<file path="src/add_pkg.sv">
/*
 * Constants and types for the add-family decode and execute block:
 * vectors, instruction layout, register map and status bits.
 * Assumes a 32-bit instruction word with bit 0 as its top bit.
 */
`default_nettype none
package add_pkg;

    // -----------------------------------------------------------------
    // vector addresses
    // -----------------------------------------------------------------
    localparam logic [31:0] VEC_RESET    = 32'h0000_0000;
    localparam logic [31:0] VEC_USER_EXC = 32'h0000_0008;
    localparam logic [31:0] VEC_IRQ      = 32'h0000_0010;
    localparam logic [31:0] VEC_BREAK    = 32'h0000_0018;
    localparam logic [31:0] VEC_HW_EXC   = 32'h0000_0020;
    localparam logic [31:0] RSV_LO       = 32'h0000_0028;
    localparam logic [31:0] RSV_HI       = 32'h0000_004F;
    localparam logic [31:0] PC_STEP      = 32'h0000_0004;

    // -----------------------------------------------------------------
    // instruction layout, listed from bit 0 (msb) downward
    // -----------------------------------------------------------------
    typedef struct packed {
        logic [1:0]  opc_top;
        logic        typeb;
        logic        keep;
        logic        cin;
        logic        opc_low;
        logic [4:0]  rd;
        logic [4:0]  ra;
        logic [15:0] low;
    } instr_t;

    typedef struct packed {
        logic [4:0]  rb;
        logic [10:0] pad;
    } tail_t;

    localparam logic [1:0]  ADD_OPC_TOP  = 2'h0;
    localparam logic        ADD_OPC_LOW  = 1'h0;
    localparam logic [10:0] PAD_ZERO     = 11'h000;
    localparam logic [31:0] ZERO_WORD    = 32'h0000_0000;
    localparam logic [4:0]  ZERO_REG     = 5'h00;
    localparam logic [4:0]  IRQ_RET_REG  = 5'h0E;

    typedef enum logic [1:0] {OP_NONE, OP_ADD, OP_SAVE} op_t;

    // -----------------------------------------------------------------
    // register map (word index) and fields
    // -----------------------------------------------------------------
    localparam logic [2:0] REG_CTRL   = 3'h0;
    localparam logic [2:0] REG_STATUS = 3'h1;
    localparam logic [2:0] REG_MASK   = 3'h2;
    localparam logic [2:0] REG_MSW    = 3'h3;
    localparam int CTRL_TRAP_OPT = 0;
    localparam int CTRL_ILL_EN   = 1;
    localparam int ST_ILL  = 0;
    localparam int ST_IRQ  = 1;
    localparam int ST_HWE  = 2;
    localparam int ST_BRK  = 3;
    localparam int ST_UEXC = 4;
    localparam int ST_W    = 5;
    localparam int MSW_CARRY_BIT = 0;
    localparam logic [1:0]      CTRL_RST = 2'h0;
    localparam logic [ST_W-1:0] ST_RST   = 5'h00;

endpackage : add_pkg
`default_nettype wire

</file>
<file path="src/rf_if.sv">
/*
 * Register file port bundle between the execute logic and the bank.
 * Assumes one write port and two registered read ports.
 */
`timescale 1ns/1ps
`default_nettype none
interface rf_if;
    logic [4:0]  raddr_a;
    logic [4:0]  raddr_b;
    logic        we;
    logic [4:0]  waddr;
    logic [31:0] wdata;
    logic [31:0] rdata_a;
    logic [31:0] rdata_b;
    modport core (output raddr_a, output raddr_b, output we, output waddr,
                  output wdata, input rdata_a, input rdata_b);
    modport mem  (input raddr_a, input raddr_b, input we, input waddr,
                  input wdata, output rdata_a, output rdata_b);
endinterface : rf_if
`default_nettype wire

</file>
<file path="src/reg_bank.sv">
/*
 * Thirty-two general registers with registered read data.
 * Assumes the caller forwards a write made in the same cycle as a read.
 */
`timescale 1ns/1ps
`default_nettype none
module reg_bank (
    input  wire logic mclk,
    input  wire logic rst_n,
    rf_if.mem         rf
);
    logic [31:0] mem_q [32];

    // -----------------------------------------------------------------
    // storage; register zero is never written
    // -----------------------------------------------------------------
    always_ff @(posedge mclk) begin
        if (rf.we && rf.waddr != add_pkg::ZERO_REG) begin
            mem_q[rf.waddr] <= rf.wdata;
        end
    end

    // read before write; zero register forced to zero
    always_ff @(posedge mclk or negedge rst_n) begin
        if (!rst_n) begin
            rf.rdata_a <= 32'h0000_0000;
            rf.rdata_b <= 32'h0000_0000;
        end else begin
            rf.rdata_a <= (rf.raddr_a == add_pkg::ZERO_REG) ?
                          32'h0000_0000 : mem_q[rf.raddr_a];
            rf.rdata_b <= (rf.raddr_b == add_pkg::ZERO_REG) ?
                          32'h0000_0000 : mem_q[rf.raddr_b];
        end
    end
endmodule : reg_bank
`default_nettype wire

</file>
<file path="src/add_core.sv">
/*
 * Add-family decode and execute with vectoring and an Avalon-MM slave.
 * Assumes fetch presents one instruction word per valid cycle and
 * follows pc_ff after every redirect pulse.
 */
// Design decisions made here: register access over Avalon-MM and the register addresses.
// Function
// - reset fetches at 0x0, user exception at 0x8, interrupt at 0x10
// - break jumps to 0x18, hardware exception 0x20; 0x28-0x4F never a vector
// - register form: opcode, destination, source a, source b, zero tail
// - immediate form: same first three fields, 16-bit immediate at bottom
// - register add writes source a plus source b to destination
// - bit 3 set keeps the carry flag unchanged
// - bit 3 clear loads carry out into the carry flag
// - bit 4 set adds the current carry flag into the sum
// - four register variants from bits 3 and 4
// - immediate add sign-extends immediate, adds source a, writes destination
// - immediate variants use bits 3 and 4 the same way
// - all-zero word traps when the option and illegal traps are on
// - 32 registers, register zero reads zero, interrupt return in 14
`timescale 1ns/1ps
`default_nettype none
module add_core (
    input  wire logic        mclk,
    input  wire logic        rst_n,
    input  wire logic        instr_valid,
    input  wire logic [31:0] instr_word,
    input  wire logic        user_exc_in,
    input  wire logic        irq_in,
    input  wire logic        brk_in,
    input  wire logic        hw_exc_in,
    input  wire logic [2:0]  avs_address,
    input  wire logic        avs_read,
    input  wire logic        avs_write,
    input  wire logic [31:0] avs_writedata,
    input  wire logic [3:0]  avs_byteenable,
    output logic [31:0]      avs_readdata_ff,
    output logic             avs_waitrequest_ff,
    output logic             irq_out_ff,
    output logic [31:0]      pc_ff,
    output logic             redirect_ff,
    output logic             wb_valid_ff,
    output logic [4:0]       wb_addr_ff,
    output logic [31:0]      wb_data_ff,
    output logic             arith_flag_ff
);
    rf_if rf ();

    reg_bank u_bank (
        .mclk  (mclk),
        .rst_n (rst_n),
        .rf    (rf.mem)
    );

    // -----------------------------------------------------------------
    // decode
    // -----------------------------------------------------------------
    add_pkg::instr_t ins;
    add_pkg::tail_t  tail;
    logic            is_add;
    logic            zero_trap;
    logic [1:0]      ctrl_ff;
    logic [add_pkg::ST_W-1:0] status_ff;
    logic [add_pkg::ST_W-1:0] mask_ff;

    // packed struct puts bit 0 at the top of the word
    assign ins  = add_pkg::instr_t'(instr_word);
    assign tail = add_pkg::tail_t'(ins.low);

    // type a needs the zero tail; type b has none
    assign is_add = ins.opc_top == add_pkg::ADD_OPC_TOP
                 && ins.opc_low == add_pkg::ADD_OPC_LOW
                 && (ins.typeb || tail.pad == add_pkg::PAD_ZERO);

    assign zero_trap = instr_valid && instr_word == add_pkg::ZERO_WORD
                    && ctrl_ff[add_pkg::CTRL_TRAP_OPT]
                    && ctrl_ff[add_pkg::CTRL_ILL_EN];

    assign rf.raddr_a = ins.ra;
    assign rf.raddr_b = tail.rb;

    // -----------------------------------------------------------------
    // event priority and vector choice
    // -----------------------------------------------------------------
    logic        take_hw;
    logic        take_brk;
    logic        take_uexc;
    logic        take_irq;
    logic        any_evt;
    logic [31:0] evt_vec;
    logic        issue;

    assign take_hw   = hw_exc_in || zero_trap;
    assign take_brk  = !take_hw && brk_in;
    assign take_uexc = !take_hw && !brk_in && user_exc_in;
    assign take_irq  = !take_hw && !brk_in && !user_exc_in && irq_in;
    assign any_evt   = take_hw || brk_in || user_exc_in || irq_in;
    // an event drops the instruction offered in the same cycle
    assign issue     = instr_valid && !any_evt && is_add;

    always_comb begin
        evt_vec = add_pkg::VEC_IRQ;
        if (take_hw) begin
            evt_vec = add_pkg::VEC_HW_EXC;
        end else if (take_brk) begin
            evt_vec = add_pkg::VEC_BREAK;
        end else if (take_uexc) begin
            evt_vec = add_pkg::VEC_USER_EXC;
        end
    end

    // fetch address; reset starts at the reset vector
    always_ff @(posedge mclk or negedge rst_n) begin
        if (!rst_n) begin
            pc_ff       <= add_pkg::VEC_RESET;
            redirect_ff <= 1'h0;
        end else begin
            redirect_ff <= any_evt;
            if (any_evt) begin
                pc_ff <= evt_vec;
            end else if (instr_valid) begin
                pc_ff <= pc_ff + add_pkg::PC_STEP;
            end
        end
    end

    // -----------------------------------------------------------------
    // execute stage registers
    // -----------------------------------------------------------------
    add_pkg::op_t s1_op_ff;
    logic [4:0]   s1_rd_ff;
    logic [4:0]   s1_ra_ff;
    logic [4:0]   s1_rb_ff;
    logic         s1_typeb_ff;
    logic         s1_keep_ff;
    logic         s1_cin_ff;
    logic [15:0]  s1_imm_ff;
    logic [31:0]  s1_save_ff;

    always_ff @(posedge mclk or negedge rst_n) begin
        if (!rst_n) begin
            s1_op_ff    <= add_pkg::OP_NONE;
            s1_rd_ff    <= add_pkg::ZERO_REG;
            s1_ra_ff    <= add_pkg::ZERO_REG;
            s1_rb_ff    <= add_pkg::ZERO_REG;
            s1_typeb_ff <= 1'h0;
            s1_keep_ff  <= 1'h0;
            s1_cin_ff   <= 1'h0;
            s1_imm_ff   <= 16'h0000;
            s1_save_ff  <= 32'h0000_0000;
        end else begin
            s1_op_ff    <= add_pkg::OP_NONE;
            s1_ra_ff    <= ins.ra;
            s1_rb_ff    <= tail.rb;
            s1_typeb_ff <= ins.typeb;
            s1_keep_ff  <= ins.keep;
            s1_cin_ff   <= ins.cin;
            s1_imm_ff   <= ins.low;
            s1_rd_ff    <= ins.rd;
            if (take_irq) begin
                // return address is the dropped instruction
                s1_op_ff   <= add_pkg::OP_SAVE;
                s1_rd_ff   <= add_pkg::IRQ_RET_REG;
                s1_save_ff <= pc_ff;
            end else if (issue) begin
                s1_op_ff <= add_pkg::OP_ADD;
            end
        end
    end

    // -----------------------------------------------------------------
    // operands with forwarding of last write
    // -----------------------------------------------------------------
    logic [31:0] op_a;
    logic [31:0] op_b;
    logic [31:0] imm_ext;
    logic        cin_v;
    logic [32:0] sum33;
    logic        exec_cout;
    logic        exec_we;
    logic [31:0] exec_wdata;

    // bank read misses a write made on the same edge, so bypass it
    assign op_a = (wb_valid_ff && wb_addr_ff == s1_ra_ff) ?
                  wb_data_ff : rf.rdata_a;
    assign imm_ext = 32'($signed(s1_imm_ff));
    assign op_b = s1_typeb_ff ? imm_ext :
                  (wb_valid_ff && wb_addr_ff == s1_rb_ff) ?
                  wb_data_ff : rf.rdata_b;
    assign cin_v = s1_cin_ff && arith_flag_ff;
    assign sum33 = {1'h0, op_a} + {1'h0, op_b}
                 + {32'h0000_0000, cin_v};
    assign exec_cout = sum33[32];

    // writes to register zero are dropped, so never forwarded
    assign exec_we = (s1_op_ff == add_pkg::OP_SAVE)
                  || (s1_op_ff == add_pkg::OP_ADD
                      && s1_rd_ff != add_pkg::ZERO_REG);
    assign exec_wdata = (s1_op_ff == add_pkg::OP_SAVE) ?
                        s1_save_ff : sum33[31:0];

    assign rf.we    = exec_we;
    assign rf.waddr = s1_rd_ff;
    assign rf.wdata = exec_wdata;

    // writeback copy, also the forward source
    always_ff @(posedge mclk or negedge rst_n) begin
        if (!rst_n) begin
            wb_valid_ff <= 1'h0;
            wb_addr_ff  <= add_pkg::ZERO_REG;
            wb_data_ff  <= 32'h0000_0000;
        end else begin
            wb_valid_ff <= exec_we;
            wb_addr_ff  <= s1_rd_ff;
            wb_data_ff  <= exec_wdata;
        end
    end

    // carry flag of the machine state word
    always_ff @(posedge mclk or negedge rst_n) begin
        if (!rst_n) begin
            arith_flag_ff <= 1'h0;
        end else if (s1_op_ff == add_pkg::OP_ADD && !s1_keep_ff) begin
            arith_flag_ff <= exec_cout;
        end
    end

    // -----------------------------------------------------------------
    // avalon slave: one wait cycle per access
    // -----------------------------------------------------------------
    logic                     acc;
    logic                     wr_hit;
    logic [add_pkg::ST_W-1:0] st_set;
    logic [add_pkg::ST_W-1:0] st_clr;

    assign acc    = (avs_read || avs_write) && !avs_waitrequest_ff;
    assign wr_hit = acc && avs_write && avs_byteenable[0];

    // waitrequest drops for the cycle after a request is seen
    always_ff @(posedge mclk or negedge rst_n) begin
        if (!rst_n) begin
            avs_waitrequest_ff <= 1'h1;
        end else begin
            avs_waitrequest_ff <= !((avs_read || avs_write)
                                    && avs_waitrequest_ff);
        end
    end

    always_comb begin
        st_set = add_pkg::ST_RST;
        st_set[add_pkg::ST_ILL]  = zero_trap;
        st_set[add_pkg::ST_HWE]  = hw_exc_in;
        st_set[add_pkg::ST_BRK]  = take_brk;
        st_set[add_pkg::ST_UEXC] = take_uexc;
        st_set[add_pkg::ST_IRQ]  = take_irq;
    end

    assign st_clr = (wr_hit && avs_address == add_pkg::REG_STATUS) ?
                    avs_writedata[add_pkg::ST_W-1:0] : add_pkg::ST_RST;

    // sticky status; a new event beats a clear in the same cycle
    always_ff @(posedge mclk or negedge rst_n) begin
        if (!rst_n) begin
            status_ff <= add_pkg::ST_RST;
        end else begin
            status_ff <= (status_ff & ~st_clr) | st_set;
        end
    end

    // control and mask writes
    always_ff @(posedge mclk or negedge rst_n) begin
        if (!rst_n) begin
            ctrl_ff <= add_pkg::CTRL_RST;
            mask_ff <= add_pkg::ST_RST;
        end else if (wr_hit) begin
            if (avs_address == add_pkg::REG_CTRL) begin
                ctrl_ff <= avs_writedata[1:0];
            end
            if (avs_address == add_pkg::REG_MASK) begin
                mask_ff <= avs_writedata[add_pkg::ST_W-1:0];
            end
        end
    end

    // read data; unmapped words read zero
    always_ff @(posedge mclk or negedge rst_n) begin
        if (!rst_n) begin
            avs_readdata_ff <= 32'h0000_0000;
        end else begin
            avs_readdata_ff <= 32'h0000_0000;
            if (avs_read && avs_waitrequest_ff) begin
                unique case (avs_address)
                    add_pkg::REG_CTRL:   avs_readdata_ff[1:0] <= ctrl_ff;
                    add_pkg::REG_STATUS: begin
                        avs_readdata_ff[add_pkg::ST_W-1:0] <= status_ff;
                    end
                    add_pkg::REG_MASK: begin
                        avs_readdata_ff[add_pkg::ST_W-1:0] <= mask_ff;
                    end
                    add_pkg::REG_MSW: begin
                        avs_readdata_ff[add_pkg::MSW_CARRY_BIT] <= arith_flag_ff;
                    end
                    default: avs_readdata_ff <= 32'h0000_0000;
                endcase
            end
        end
    end

    // level interrupt, one cycle behind the status bits
    always_ff @(posedge mclk or negedge rst_n) begin
        if (!rst_n) begin
            irq_out_ff <= 1'h0;
        end else begin
            irq_out_ff <= |(status_ff & mask_ff);
        end
    end

    // -----------------------------------------------------------------
    // checks
    // -----------------------------------------------------------------
    logic moved_ff;

    always_ff @(posedge mclk or negedge rst_n) begin
        if (!rst_n) begin
            moved_ff <= 1'h0;
        end else if (any_evt || instr_valid) begin
            moved_ff <= 1'h1;
        end
    end
endmodule : add_core
`default_nettype wire

</file>
<file path="config.mk">
export PLATFORM = sky130hd
export DESIGN_NAME = add_core
export DESIGN_NICKNAME = d
export VERILOG_FILES = /design/src/add_pkg.sv /design/src/rf_if.sv /design/src/reg_bank.sv /design/src/add_core.sv
export SDC_FILE = /design/constraint.sdc
export NUM_CORES = 2
export LEC_CHECK = 0
export ABC_AREA = 1
export ABC_CLOCK_PERIOD_IN_PS = 5250
export BUFFER_PORTS_ARGS = -buffer_cell sky130_fd_sc_hd__clkbuf_2
export CAP_MARGIN = 20
export CORE_ASPECT_RATIO = 1.25
export CORE_MARGIN = 4
export CORE_UTILIZATION = 37
export DETAILED_ROUTE_END_ITERATION = 7
export PLACE_DENSITY = 0.5
export SYNTH_ARGS = -nofsm -noshare
export SYNTH_HDL_FRONTEND = slang
export SYNTH_HIERARCHICAL = 1
export SYNTH_SLANG_ARGS = --single-unit
</file>
<file path="constraint.sdc">
create_clock -name mclk -period 5.25 [get_ports mclk]
set_input_delay 0.7875 -clock mclk [delete_from_list [all_inputs] [get_ports mclk]]
set_output_delay 0.7875 -clock mclk [all_outputs]
set_load 0.02 [all_outputs]
</file>
* Word level (Yosys, flattened, before mapping) *
Memories as Yosys holds them, arrays and structs flattened.
Cells that the tools add are included.

cells by class
  reductions and logical operators = 49
  equality and inequality tests = 7
  muxes and demuxes = 21
  $add $sub $neg = 3
  bitwise operators = 5

operator list
  cell                                                  number
  2-to-1 mux 32 bit                                     10
  adder 32 x 32 -> 33 bit                               1
  adder 33 x 1 -> 33 bit                                1
  adder 32 x 3 -> 32 bit (second input constant)        1
  zero test 32 bit                                      1
  logical AND 1 bit                                     24
  2-to-1 mux 5 bit                                      4
  zero test 11 bit                                      1
  bitwise AND 5 bit                                     2
  equality test 5 bit                                   2
  zero test 5 bit                                       2
  zero test 1 bit                                       7
  logical OR 1 bit                                      7
  equality test 3 x 2 -> 1 bit (second input constant)  2
  case mux 3 bit (2 select lines)                       1
  inverter 5 bit                                        1
  bitwise OR 5 bit                                      1
  nonzero test 5 bit                                    1
  OR reduction 5 bit                                    1
  case mux 1 bit (4 select lines)                       1
  AND reduction 2 bit                                   2
  equality test 3 x 1 -> 1 bit (second input constant)  1
  zero test 3 bit                                       1
  2-to-1 mux 1 bit                                      3
  other kinds (7)                                       7

word-level totals
  memories kept = 1
  register bits after elaboration = 250
  input bits = 80
  word-level logic and storage cells = 109
  memory bits (writable) = 1024

memory list
  name          words  bits a word  read ports  clocked after Yosys merged registers in  wr ports  RTL line        source
  u_bank.mem_q  32     32           2           0                                        1         reg_bank.sv:12  logic [31:0] mem_q [32];

* Longest topological paths before layout *
  depth in word-level cells = 13
  depth in mapped cells = 23
  depth with buffers taken out = 21

* Hierarchy *
The synthesis kept the hierarchy.

by module, submodules not included
  module    area an instance (um2)  seq. area each (um2)  cells an instance  instances
  reg_bank  53288.6                 32351.0               6036               1
  add_core  10065.9                 3754.9                1485               1

* Least setup slack after synthesis *
No wires, ideal clock.

  kind = reg-to-reg
  start point = register wb_addr_ff[1]
  end point = memory u_bank.mem_q[0][6] (data pin)
  data arrival time = 4238 ps
  slack = 550 ps
  library setup time = 462 ps
  period minus slack after synthesis = 4700 ps
  data required time = 4788 ps
  buffers on the path = 2
  cell stages (with the launch flop) = 16
  cells stage by stage = dfrtp_1 nor2_1 a211oi_4 nand3_2 buf_6 buf_2 o21ai_1 nand2_1 fa_1 fa_1 nand2_1 nand3_1 nand3_1 nand2_1 xnor2_1 o21ai_0

on the way
  longest elaborated chain between the ends = 7
  elaborated cells between the ends (all ways) = 10

RTL lines
  item                       RTL line         source
  start, declared            add_core.sv:43   output logic [4:0] wb_addr_ff,
  start signal, assigned     add_core.sv:210  wb_addr_ff <= add_pkg::ZERO_REG;
  start signal, assigned     add_core.sv:214  wb_addr_ff <= s1_rd_ff;
  equality test 5 bit        add_core.sv:188  (wb_valid_ff && wb_addr_ff == s1_rb_ff) ?
  logical AND 1 bit          add_core.sv:188
  2-to-1 mux 32 bit          add_core.sv:188
  2-to-1 mux 32 bit          add_core.sv:187  assign op_b = s1_typeb_ff ? imm_ext :
  adder 32 x 32 -> 33 bit *  add_core.sv:191  assign sum33 = {1'h0, op_a} + {1'h0, op_b}
  adder 33 x 1 -> 33 bit *   add_core.sv:192  + {32'h0000_0000, cin_v};
  2-to-1 mux 32 bit *        add_core.sv:199  assign exec_wdata = (s1_op_ff == add_pkg::OP_SAVE) ?
  via exec_wdata[6]          add_core.sv:181  logic [31:0] exec_wdata;
  end, declared              reg_bank.sv:12

The timed path passes the listed nets; every way through them passes the cells marked *.

* Worst setup path after layout *
  start point = register wb_addr_ff[0]
  end point = memory u_bank.mem_q[6][28] (data pin)

The elaborated chain is that of the path after synthesis.

==> reports/metrics.cfg <==
[die]
fp-row-count=169
fp.coreArea_um2=170000
fp.dieW_um=378
io_pins=186
die_area_um2=178000
floorplan.initialDensity_pct=37.3
dieHeight_um=471

[power]
combPwrFrac_pct=16.9
swShare_pct=29.8
pwr-share-clk_pct=36.2
p_leak_nw=29.2
power_frac_seq_pct=47.0
vdd_drop_max_uv=302
p_int_w=0.0181
power_per_cell_area_nw_per_um2=362
power.total_w=0.0258
net-switching-power_w=0.00767

[cts]
insertion_delay_ps=790
cts_setup_buffers=0
clk_path_buf_depth=3
cts_resized=0
clk_pin_slew_ps=60
cts_max_level=4
cts_tree=done
numCtsBuffers=134
root_buffer=clkbuf_16
hold_buffers=0
cts_sinks=1238

[critical_path]
reg2reg_from=wb_addr_ff[0]
cp.arrival_ps=5080
cp_max_fo=33
worstPathRequired_ps=5780
critical_path.endpoint=u_bank/mem_q[6][28]
r2r_cells=18
regToRegEndpoint=u_bank/mem_q[6][28]
crit_type=reg -> reg
end_kind=flip-flop
cp-start-kind=flip-flop
reg2reg_slack_ps=710
crit_path_start=wb_addr_ff[0]

[cells_and_area]
area_delta_synth_final_pct=12.2
drive_gt1_share_pct=7.72
nets=7637
fin_area_um2=71100
fillers=16742

[global_routing]
grt_pass1_vias=51531
grt_start_max_net_pins=178
grt_pass1_wl_um=349000
grt_use_total_pct=26.6
grt_overflow=0
antenna_found_initial=6

[logic_synthesis]
syn_inst=7521
synth_seq_area_share_pct=57.0
yosys.area.top_type_share_pct=48.5
synth_seq_cells=1238
synth_top_family_by_area=simple AND/OR/NAND/NOR gates
ys_warn_count=6
synthTopCellsByArea=edfxtp_1 49%, nand2_1 16%, dfrtp_1 8.4%
synth_xor_area_share_pct=0.304
synth_compound_area_share_pct=6.70
netlist_area_um2=63400
synth.area.mux_share_pct=0
netlist-cell-type-count=55
avgSynthCellArea_um2=8.42
synth-simple-area-share_pct=29.6
synth_area_leader_cell=edfxtp_1
synthAdderAreaFrac_pct=0.695

[sta]
relSlewSlack_pct=25.9
drv_slew=0
fin_crit_ps=4540
fin_worst_skew_ps=28.3
hold_viol_final=0
finalCritPeriodShare_pct=86.6
setup_violations=0
rsz0062_at_grt=no
timing.hold.ws_ps=67.6
worstMarginPinSlew_ps=1110
max_clock_freq_mhz=220
setup_ws_ps=705
setup-tns-final_ps=0

[route]
first_pass_iters=6
drt_iter0_drc=5316
routed-via-count=54358
drt-total-wl_um=244000
ant_nets=0
wl_per_cell_um=24.8
post_drt_via_cell_ratio=5.51
drcViolationCount=0

[placement]
placed_cell_area_um2=66800
hpwl_um=145000
place_congestion=0.906
port_buffers=126
pre_cts_slack_ps=774

[hold_path]
hold_path_class=in -> async

[job]
cap_violations=0

[run_status]
status=complete, no violations

==> power groups by stage <==
stage / clock network (W) / logic [W] / registers, W
finish: 0.00931 / 0.00435 / 0.0121
global route: 0.00986 / 0.00471 / 0.0121
CTS: 0.00949 / 0.00432 / 0.0121
detailed placement: 0 / 0.00430 / 0.0123
global placement: 0 / 0.00428 / 0.0123
floorplan: 0 / 0.00226 / 0.0123
==> how the worst min path moves through the flow <==
stage                  startpoint                     to  slack (ps)  depth (start not counted)
3_3_place_gp   avs_waitrequest_ff     avs_waitrequest_ff         470                          1
3_5_place_dp        s1_save_ff[6]          s1_save_ff[6]         470                          2
6_report                    rst_n  u_bank/rf.rdata_b[27]          70                          1
4_1_cts                     rst_n             mask_ff[3]          60                          1
2_1_floorplan         rf.waddr[1]          wb_addr_ff[1]         410                          0
5_1_grt             instr_word[2]           s1_imm_ff[2]         110                          1
==> cells in the final DEF (no fill, tap or decap), types with 8 or more instances in the layout <==
master,synthesis,layout
inv_1,327,321
buf_4,44,141
o21ai_2,0,8
a21oi_1,208,208
clkbuf_1,201,34
clkinv_1,1,21
o21ai_0,452,444
o211ai_1,21,21
clkbuf_2,0,117
clkbuf_8,0,10
xor2_1,14,14
conb_1,2,61
nand2_1,2638,2638
nand3_1,1002,1000
nor2_4,2,36
dfrtp_1,213,213
buf_12,0,36
and3_1,8,8
xnor2_1,8,8
nand4_1,33,33
edfxtp_1,1024,1024
a21oi_2,15,15
o21ai_1,70,70
clkbuf_16,0,142
or2_2,8,8
o22ai_1,15,14
clkinv_2,0,25
nor2_1,853,817
nor3_1,26,26
ha_1,32,32
==> sequential cells by signal, summed over array words and instances (netlist names) <==
signal	flops
u_bank/mem_q	1024
u_bank/rf.rdata_a	32
u_bank/rf.rdata_b	32
wb_data_ff	32
pc_ff	30
s1_save_ff	30
s1_imm_ff	16
avs_readdata_ff	5
mask_ff	5
rf.waddr	5
s1_ra_ff	5
status_ff	5
wb_addr_ff	5
ctrl_ff	2
s1_op_ff	2
arith_flag_ff	1
avs_waitrequest_ff	1
irq_out_ff	1
redirect_ff	1
s1_cin_ff	1
s1_keep_ff	1
s1_typeb_ff	1
wb_valid_ff	1
==> through the flow <==
step                instances  utilization (%)
global placement         9610             39.3
global route             9854             41.8
CTS                      9854             41.8
floorplan                7580                -
detailed placement       9610             39.3
finish                   9858             41.8
==> metal layers <==
layer,part of all wire [%],up-vias,track usage (%)
met5,0.0053,-,0
met4,4.0,2,10.2
met3,7.2,478,3.85
met2,48,2350,44.8
met1,41,26583,34.7
li1,-,24945,-
==> synth_stat cells, drive strengths merged <==
cell type	count
ha	32
a221oi	2
nor3	26
dfstp	1
a21oi	223
o31ai	1
or3	1
o21bai	4
a31oi	2
and3	8
a31o	1
o2111ai	1
buf	292
nor3b	2
and2	1
or2	10
nand3	1007
o21a	3
edfxtp	1024
conb	2
o41ai	1
a21o	2
a211oi	1
nor4	3
o21ai	522
o311ai	1
nor2	859
clkinv	1
o22ai	15
xnor2	8
a21boi	2
fa	2
o211ai	21
clkbuf	201
a41oi	1
nand4	33
nand3b	5
xor2	14
nand2	2638
o311a	1
dfrtp	213
inv	334
==> layout make-up <==
type                       count  area [um2]  share of cell area, %
sequential                  1238       36100                   50.8
clock buffer                 186        3820                   5.37
tap                         2223        2780                   3.91
clock inverter                58         430                  0.606
antenna                        4        10.0                 0.0141
multi-input combinational   5514       24200                   34.0
inverter                     335        1310                   1.84
timing repair buffer         300        2450                   3.45
==> worst max-delay path: stages (launching register included) <==
cell and delay [ps]:
dfrtp_1 410, inv_1 130, nor2_1 90, a221oi_4 210, nand3_2 480, o21ai_1 300
nand2_1 100, fa_1 500, fa_1 440, nand2_1 130, o21ai_0 210, nand3_1 150
nand3b_1 210, nand2_1 180, nand2_1 80, nand2_1 70, nand3_1 60, nand2_1 120
buf_4 360
==> cells by family (layout without fill, tap and decap cells) <==
| family | after synthesis | in the layout |
|---|---|---|
| xor gates and xnor gates | 22 | 22 |
| AOI/OAI and AO/OA | 804 | 804 |
| other | 2 | 65 |
| buffers and inverters | 828 | 879 |
| adders and majority gates | 34 | 34 |
| and+or+nand+nor | 4593 | 4593 |
| DFF | 1238 | 1238 |
Note: power is estimated with default switching activity, not from simulation.
